### src/rtl/dioa_pkg.sv
/*
 * shared constants and carriers of the digital i/o and channel a block.
 * assumes a byte-offset i/o bus and a 50 MHz board clock.
 */
package dioa_pkg;

    // --------------------------------------------------------------
    // register offsets
    // --------------------------------------------------------------
    localparam logic [3:0] OFF_DIO = 4'h3;
    localparam logic [3:0] OFF_CHA_LOW = 4'h4;
    localparam logic [3:0] OFF_CHA_HIGH = 4'h5;

    // --------------------------------------------------------------
    // field layout and reset values
    // --------------------------------------------------------------
    localparam int DIO_W = 4;
    localparam int CODE_W = 16;
    localparam int BYTE_W = 8;
    localparam int ALIGN_PAD_W = 4;
    localparam int LEGACY_W = 12;
    localparam int GATE_BIT = 2;
    localparam logic [3:0] DOUT_RESET = 4'h0;
    localparam logic [15:0] CODE_ZERO_UNI = 16'h0000;
    localparam logic [15:0] CODE_ZERO_BI = 16'h8000;
    localparam logic [7:0] RD_IDLE = 8'h00;

    // --------------------------------------------------------------
    // timing
    // --------------------------------------------------------------
    localparam int CLK_PERIOD_NS = 20;
    localparam int DEGLITCH_NS = 200;
    localparam int DEGLITCH_CYC = (DEGLITCH_NS + CLK_PERIOD_NS - 1) / CLK_PERIOD_NS;
    localparam int DGL_CNT_W = 4;

    // --------------------------------------------------------------
    // carriers
    // --------------------------------------------------------------
    typedef struct packed {
        logic wr;
        logic rd;
        logic word16;
        logic [3:0] offset;
        logic [15:0] wdata;
    } dioa_bus_req_s;

    typedef struct packed {
        logic polarity;
        logic span;
    } dioa_range_s;

endpackage

### src/rtl/dioa_deglitch.sv
/*
 * match filter: output follows the input once it has held a new level
 * for the full deglitch time.
 * assumes the input is already synchronous to ref_clk.
 */
`timescale 1ns/1ps
module dioa_deglitch (
    input wire logic ref_clk, // board clock
    input wire logic rst, // async reset
    input wire logic raw_in, // sampled input
    output logic clean_q // filtered level
);
    localparam logic [3:0] LAST =
        4'(dioa_pkg::DEGLITCH_CYC - 1);

    logic [3:0] cnt_q;
    logic [3:0] cnt_d;
    logic differ;
    logic accept;

    assign differ = raw_in != clean_q;
    assign accept = differ && (cnt_q == LAST);
    assign cnt_d = (differ && !accept) ? cnt_q + 4'h1 : 4'h0;

    always_ff @(posedge ref_clk or posedge rst) begin
        if (rst) begin
            cnt_q <= 4'h0;
            clean_q <= 1'b0;
        end else begin
            cnt_q <= cnt_d;
            if (accept) begin
                clean_q <= raw_in;
            end
        end
    end
endmodule

### src/rtl/dioa_chan_a.sv
/*
 * channel a code staging and commit.
 * assumes one-cycle write strobes and static range straps.
 */
`timescale 1ns/1ps
module dioa_chan_a (
    input wire logic ref_clk, // board clock
    input wire logic rst, // async reset
    input wire logic ld_low, // low byte write
    input wire logic ld_high, // high byte write
    input wire logic ld_word, // word write
    input wire logic [15:0] wdata, // write data
    input wire logic align16, // 1: full 16-bit placement
    input wire dioa_pkg::dioa_range_s straps, // range straps
    output logic [15:0] code_q, // converter code
    output logic update_q, // converter load pulse
    output dioa_pkg::dioa_range_s range_q // applied range
);
    logic [7:0] low_q;
    logic init_q;
    logic commit;
    logic [15:0] word;
    logic [15:0] placed;
    logic [15:0] zero_code;

    // staged low byte joins the new high byte unless a word arrives
    assign commit = ld_high || ld_word;
    assign word = ld_word ? wdata : {wdata[7:0], low_q};
    assign placed = align16 ? word
        : {word[dioa_pkg::LEGACY_W-1:0], {dioa_pkg::ALIGN_PAD_W{1'b0}}};
    assign zero_code = straps.polarity ? dioa_pkg::CODE_ZERO_BI
        : dioa_pkg::CODE_ZERO_UNI;

    always_ff @(posedge ref_clk or posedge rst) begin
        if (rst) begin
            low_q <= 8'h00;
            init_q <= 1'b1;
            code_q <= dioa_pkg::CODE_ZERO_UNI;
            update_q <= 1'b0;
            range_q <= '0;
        end else begin
            init_q <= 1'b0;
            update_q <= commit || init_q;
            if (ld_low) begin
                low_q <= wdata[7:0];
            end
            if (ld_word) begin
                low_q <= wdata[7:0];
            end
            if (init_q) begin
                code_q <= zero_code;
                range_q <= straps;
            end else if (commit) begin
                code_q <= placed;
                range_q <= straps;
            end
        end
    end
endmodule

### src/rtl/dioa_top.sv
/*
 * digital outputs, digital inputs with mode bits, and channel a code
 * register behind a byte-offset i/o port.
 * assumes bus strobes are one-cycle pulses synchronous to ref_clk,
 * that the board straps are static, and that pin inputs are
 * synchronous to ref_clk.
 */
// Functional notes
// - a write at offset 3 latches data bits 3..0 onto the four outputs, which reset to zero.
// - a read at offset 3 returns the input levels on bits 3..0 and the mode on bits 7..6.
// - both mode bits read zero in the first legacy mode and one in the second.
// - input zero is also the converter trigger, passed only after a 200 ns stable pulse.
// - input two also drives the counter-zero gate and stays readable.
// - the channel a code is 16 bits, low byte at offset 4, high byte at offset 5.
// - the channel a output updates only on a high byte write, a word write at offset 4, or the first cycle after reset.
// - a high byte write alone updates with the low byte currently held.
// - a word write at offset 4 loads both bytes and updates the output.
// - a new range setting takes effect only on the next high byte write or word write, or in the first cycle after reset.
// - after reset the output code stands for zero volts.
// - two range straps pick polarity and span; with bipolar polarity 0x0000 is negative and 0xFFFF positive full scale.
// - the analog output is held disabled during reset and enabled from the first clock after it, with no enable control.
// - code placement is selectable between 12-bit legacy and full 16-bit.
`timescale 1ns/1ps
module dioa_top (
    input wire logic ref_clk, // board clock, 50 MHz
    input wire logic rst, // async reset, active high
    input wire dioa_pkg::dioa_bus_req_s bus_req, // i/o bus request
    input wire logic [3:0] din, // digital input pins
    input wire logic compat_select_bits, // 1: second legacy mode
    input wire logic align_16bit, // 1: full 16-bit code placement
    input wire dioa_pkg::dioa_range_s output_range_straps, // range straps
    output logic [15:0] rdata_q, // read data
    output logic rd_valid_q, // read data valid pulse
    output logic [3:0] dout_q, // digital output pins
    output logic input_zero_trigger_q, // filtered trigger
    output logic input_two_counter_gate_q, // counter zero gate
    output logic [15:0] chan_a_code_q, // converter code
    output logic chan_a_update_q, // converter load pulse
    output logic chan_a_polarity_select_q, // applied polarity
    output logic chan_a_span_select_q, // applied span
    output logic chan_a_enable_q // converter output enable
);

    // --------------------------------------------------------------
    // address decode
    // --------------------------------------------------------------
    logic hit_dio;
    logic hit_low;
    logic hit_high;
    logic wr_dout;
    logic rd_din;
    logic ld_low;
    logic ld_high;
    logic ld_word;

    // one offset compare, shared by every register select
    function automatic logic at_offset(input logic [3:0] off, input logic [3:0] want);
        return off == want;
    endfunction

    assign hit_dio = at_offset(bus_req.offset, dioa_pkg::OFF_DIO);
    assign hit_low = at_offset(bus_req.offset, dioa_pkg::OFF_CHA_LOW);
    assign hit_high = at_offset(bus_req.offset, dioa_pkg::OFF_CHA_HIGH);
    assign wr_dout = bus_req.wr && hit_dio;
    assign rd_din = bus_req.rd && hit_dio;
    assign ld_low = bus_req.wr && hit_low && !bus_req.word16;
    assign ld_word = bus_req.wr && hit_low && bus_req.word16;
    assign ld_high = bus_req.wr && hit_high;

    // --------------------------------------------------------------
    // input sampling
    // --------------------------------------------------------------
    logic [3:0] din_q;
    logic compat_q;
    logic [7:0] in_byte;

    // mode bits sit in bits 7 and 6, bits 5 and 4 read zero
    assign in_byte = {compat_q, compat_q, 2'b00, din_q};

    always_ff @(posedge ref_clk or posedge rst) begin
        if (rst) begin
            din_q <= 4'h0;
        end else begin
            din_q <= din;
        end
    end

    always_ff @(posedge ref_clk or posedge rst) begin
        if (rst) begin
            compat_q <= 1'b0;
        end else begin
            compat_q <= compat_select_bits;
        end
    end

    // --------------------------------------------------------------
    // digital outputs and read port
    // --------------------------------------------------------------
    always_ff @(posedge ref_clk or posedge rst) begin
        if (rst) begin
            dout_q <= dioa_pkg::DOUT_RESET;
        end else if (wr_dout) begin
            dout_q <= bus_req.wdata[dioa_pkg::DIO_W-1:0];
        end
    end

    // outputs are write only; other offsets read as zero
    logic [7:0] rd_byte;
    logic [15:0] rd_word;

    assign rd_byte = rd_din ? in_byte : dioa_pkg::RD_IDLE;
    assign rd_word = {dioa_pkg::RD_IDLE, rd_byte};

    always_ff @(posedge ref_clk or posedge rst) begin
        if (rst) begin
            rd_valid_q <= 1'b0;
        end else begin
            rd_valid_q <= bus_req.rd;
        end
    end

    always_ff @(posedge ref_clk or posedge rst) begin
        if (rst) begin
            rdata_q <= {2{dioa_pkg::RD_IDLE}};
        end else if (bus_req.rd) begin
            rdata_q <= rd_word;
        end
    end

    // --------------------------------------------------------------
    // trigger filter and counter gate
    // --------------------------------------------------------------
    dioa_deglitch u_trig (
        .ref_clk(ref_clk),
        .rst(rst),
        .raw_in(din_q[0]),
        .clean_q(input_zero_trigger_q)
    );

    always_ff @(posedge ref_clk or posedge rst) begin
        if (rst) begin
            input_two_counter_gate_q <= 1'b0;
        end else begin
            input_two_counter_gate_q <= din_q[dioa_pkg::GATE_BIT];
        end
    end

    always_ff @(posedge ref_clk or posedge rst) begin
        if (rst) begin
            chan_a_enable_q <= 1'b0;
        end else begin
            chan_a_enable_q <= 1'b1;
        end
    end

    // --------------------------------------------------------------
    // channel a
    // --------------------------------------------------------------
    dioa_pkg::dioa_range_s range_q;

    dioa_chan_a u_cha (
        .ref_clk(ref_clk),
        .rst(rst),
        .ld_low(ld_low),
        .ld_high(ld_high),
        .ld_word(ld_word),
        .wdata(bus_req.wdata),
        .align16(align_16bit),
        .straps(output_range_straps),
        .code_q(chan_a_code_q),
        .update_q(chan_a_update_q),
        .range_q(range_q)
    );

    // applied polarity and span bits go straight to the converter range pins
    assign chan_a_polarity_select_q = range_q.polarity;
    assign chan_a_span_select_q = range_q.span;

    logic commit_w;
    logic past_rst_q;
    assign commit_w = ld_high || ld_word;

    always_ff @(posedge ref_clk or posedge rst) begin
        if (rst) begin
            past_rst_q <= 1'b1;
        end else begin
            past_rst_q <= 1'b0;
        end
    end
endmodule

### config.mk
export PLATFORM = sky130hd
export DESIGN_NAME = dioa_top
export DESIGN_NICKNAME = d
export VERILOG_FILES = /design/src/rtl/dioa_pkg.sv /design/src/rtl/dioa_deglitch.sv /design/src/rtl/dioa_chan_a.sv /design/src/rtl/dioa_top.sv
export SDC_FILE = /design/constraint.sdc
export NUM_CORES = 1
export LEC_CHECK = 0
export ABC_AREA = 1
export BUFFER_PORTS_ARGS = -buffer_cell sky130_fd_sc_hd__buf_2
export CAP_MARGIN = 20
export CORE_UTILIZATION = 45
export DETAILED_ROUTE_END_ITERATION = 8
export GPL_ROUTABILITY_DRIVEN = 0
export PLACE_DENSITY_LB_ADDON = 0.15
export SYNTH_ARGS = -nofsm -noshare
export SYNTH_HDL_FRONTEND = slang
export SYNTH_SLANG_ARGS = --single-unit
### constraint.sdc
create_clock -name ref_clk -period 1.19 [get_ports ref_clk]
set_input_delay 0 -clock ref_clk [delete_from_list [all_inputs] [get_ports ref_clk]]
set_output_delay 0 -clock ref_clk [all_outputs]
set_load 0.005 [all_outputs]
==> metrics.md <==
| Metric | Value |
|---|---|
| Routed Antenna Nets | `0` |
| Vias in the first global route | `approximately 1,700` |
| Synth cell count leaders | `83 x nand2_1, 49 x dfrtp_1, 39 x nand3_1, 24 x inv_1, 12 x buf_4` |
| First DRT Iteration DRCs | `57` |
| Minimum clock period | `1.099 ns` |
| Crit. End Element | `register` |
| DRC violations left | `0` |
| Power Internal | `about 2700 µW` |
| Port buffer count | `65` |
| Asr flop ratio synth | `100.0%` |
| Worst-skew pair later-pin latency | `0.30 ns` |
| Die width | `74.03 µm` |
| Total GRT Usage | `18.96%` |
| Hold Crit Depth | `5` |
| Largest fanout on the critical path | `18` |
| Drt total wl | `4.671 mm` |
| CP Class | `reg -> reg` |
| Max-Cap Viols | `0` |
| Final period util | `92.39%` |
| Min-delay worst type | `in -> reg` |
| Area growth syn-to-layout | `26.15%` |
| Critical path arrival | `1.29 ns` |
| Final slew viol count | `0` |
| Number of flops mapped to enable cells by yosys | `0` |
| Final Setup Violations | `0` |
| Num rows | `25` |
| Fmax | `0.9095 GHz` |
| Worst reg2reg setup slack | `approximately 0.091 ns` |
| Cell taking the most area after synthesis | `dfrtp_1` |
| Pwr Density | `~1200 nW/µm²` |
| Sequential cell area fraction in the yosys report | `53.64%` |
| Yosys warning count | `0` |
| Wire length per cell | `11.20 µm` |
| Leakage power | `0.001619 µW` |
| Detail Placement HPWL | `3.503 mm` |
| Yosys cell types | `26` |
| Top-count cell post-synth | `nand2_1` |
| Total Power | `3642 µW` |
| Cells on worst reg2reg path | `6` |
| H-Tree Depth | `2` |
| Antenna violations before repair | `0` |
| Cell Area, Synth | `between 2000 and 2500 µm²` |
| Sw Pwr | `963.3 µW` |
| Ranking of synthesized cells by area | `dfrtp_1 53%, nand2_1 13%, nand3_1 8.4%, buf_4 3.9%, inv_1 3.9%` |
| Sw frac | `between 20% and 30%` |
| Clock Skew | `0.004187 ns` |
| Clock Pin Slew Worst Setup and Hold Paths | `0.08 ns` |
| Core area | `4848 µm²` |
| Largest net degree at the start of global routing | `23` |
| Routed length on met2 | `2.131 mm` |
| Top layer in use | `met4` |
| Top cell type's share of synthesized area | `approximately 53%` |
| Remaining global-route overflow | `0` |
| Initial core utilization | `48.15%` |
| CTS tree | `yes` |
| Peak supply drop | `0.0009644 V` |
| Flop pwr share | `54.7%` |
| CTS buffer count | `5` |
| Die ar. | `5480 µm²` |
| N_diodes | `0` |
| Layout cells sized above 1 | `27.14%` |
| Worst setup SP type | `register` |
| Placed Cells | `395` |
| Main synth FF type | `dfrtp_1` |
| Vias/cell | `between 4 and 5` |
| Drt pass-1 iters | `4` |
| Syn Inst Count | `267` |
| Via count | `1,935` |
| I/O pin total | `76` |
| Worst path required time | `1.38 ns` |
| #FFs+latches synth | `50` |
| Clock power share | `26.7%` |
| Combinational Power Share | `18.6%` |
| TNS Setup | `0 ns` |
| Final Net Count | `384` |
| RSZ-0062 raised after global routing | `no` |
| Syn Area/Cell | `8.744 µm²` |
| Root Buffer | `clkbuf_8` |
| Clock sink count | `50` |
| Clk buf depth | `2` |
| WL met1 | `2.183 mm` |
| WHS | `roughly 0.034 ns` |
| Routed wl met3 | `285 µm` |
| Non-filler cells, final | `417` |
| Status | `finished, final reports clean` |
| Final core occ | `60.75%` |
| First-pass GRT wire length | `7.741 mm` |
| Final hold viol count | `0` |
| Die Span Y | `about 74 µm` |
-- area by class of cell --
| type | count | area, µm² |
|---|---|---|
| fillers | 444 | 1903 |
| flip-flops and latches | 50 | 1252 |
| multi-input cells | 180 | 877.1 |
| repair buffers | 84 | 525.5 |
| inverters | 27 | 110.1 |
| clock buffers | 7 | 86.33 |
| well taps | 67 | 83.83 |
| clock inverters | 1 | 5.005 |
| repair inverters | 1 | 5.005 |
-- cell usage in the layout, fill, tap and decap left out, drive strengths merged --
| cell type | n |
|---|---|
| mux2 | 3 |
| buf | 71 |
| clkinv | 3 |
| dlygate4sd3 | 13 |
| clkbuf | 7 |
| o22ai | 5 |
| xor2 | 2 |
| dfrtp | 49 |
| nor2 | 9 |
| inv | 25 |
| conb | 12 |
| nand4 | 2 |
| o211ai | 4 |
| xnor2 | 1 |
| clkinvlp | 1 |
| dfstp | 1 |
| nand2 | 85 |
| nand3 | 41 |
| o21ai | 14 |
| ha | 2 |
-- power groups by stage --
stage	registers (µW)	logic [µW]	clock network [µW]
6_report	1990	678	971
4_1_cts	1990	682	1010
5_1_grt	2020	791	1070
2_1_floorplan	2020	400	0
3_3_place_gp	2020	631	0
3_5_place_dp	2030	645	0
-- timing repair --
action                     in CTS  in global routing
hold buffers                   13                  0
resized for setup               1                  1
setup buffers                   0                  0
gates cloned                    0                  1
setup endpoints to repair       1                 15
hold endpoints to repair       51                  0
-- layer usage --
| layer | vias to the layer above | global-route usage (%) |
|---|---|---|
| met5 | - | 0 |
| met4 | 0 | 6.410 |
| met3 | 7 | 4.743 |
| met2 | 75 | 29.80 |
| met1 | 859 | 25.73 |
| li1 | 994 | - |
-- per-stage QoR --
stage	area (µm²)	setup slack [ns]
floorplan	2376	0.09972
global placement	2715	0.007335
detailed placement	2715	0.002507
CTS	2940	0.05255
global route	2945	0.001958
finish	2945	0.09053
-- flip-flops by register name, summed over array words and instances (netlist names), 2 cells and up --
register / flops
din_q: 4
dout_q: 4
rdata_q: 5
u_cha.code_q: 16
u_cha.low_q: 8
u_cha.range_q: 2
u_trig.cnt_q: 4
-- cell families after synthesis --
family | count (synthesis) | share of synthesized area (%)
AOI/OAI and AO/OA | 23 | 5.627
xor gates and xnor gates | 3 | 1.126
adders and majority gates | 2 | 1.072
buffers and inverters | 47 | 10.40
DFF | 50 | 53.64
muxes | 3 | 1.447
other | 2 | 0.3217
and+or+nand+nor | 137 | 26.37
-- worst max-delay path: stages (launching register included) --
cell and delay, ns:
dfstp_2 0.53, inv_2 0.05, nand2_1 0.10, nor2_4 0.05
buf_12 0.15, nand2_1 0.06, nand2_1 0.05
-- final timing paths --
| kind | startpoint | endpoint |
|---|---|---|
| worst max-delay path | u_cha.init_q | u_cha.code_q[6] |
| worst max register to register | u_cha.init_q | u_cha.code_q[6] |
| min in group asynchronous | rst | u_cha.low_q[7] |
| worst min-delay path | bus_req[13] | u_cha.code_q[13] |
| max in group asynchronous | rst | chan_a_enable_q |
| worst min register to register | din_q[2] | input_two_counter_gate_q |
Power figures use the tool's default switching activity.
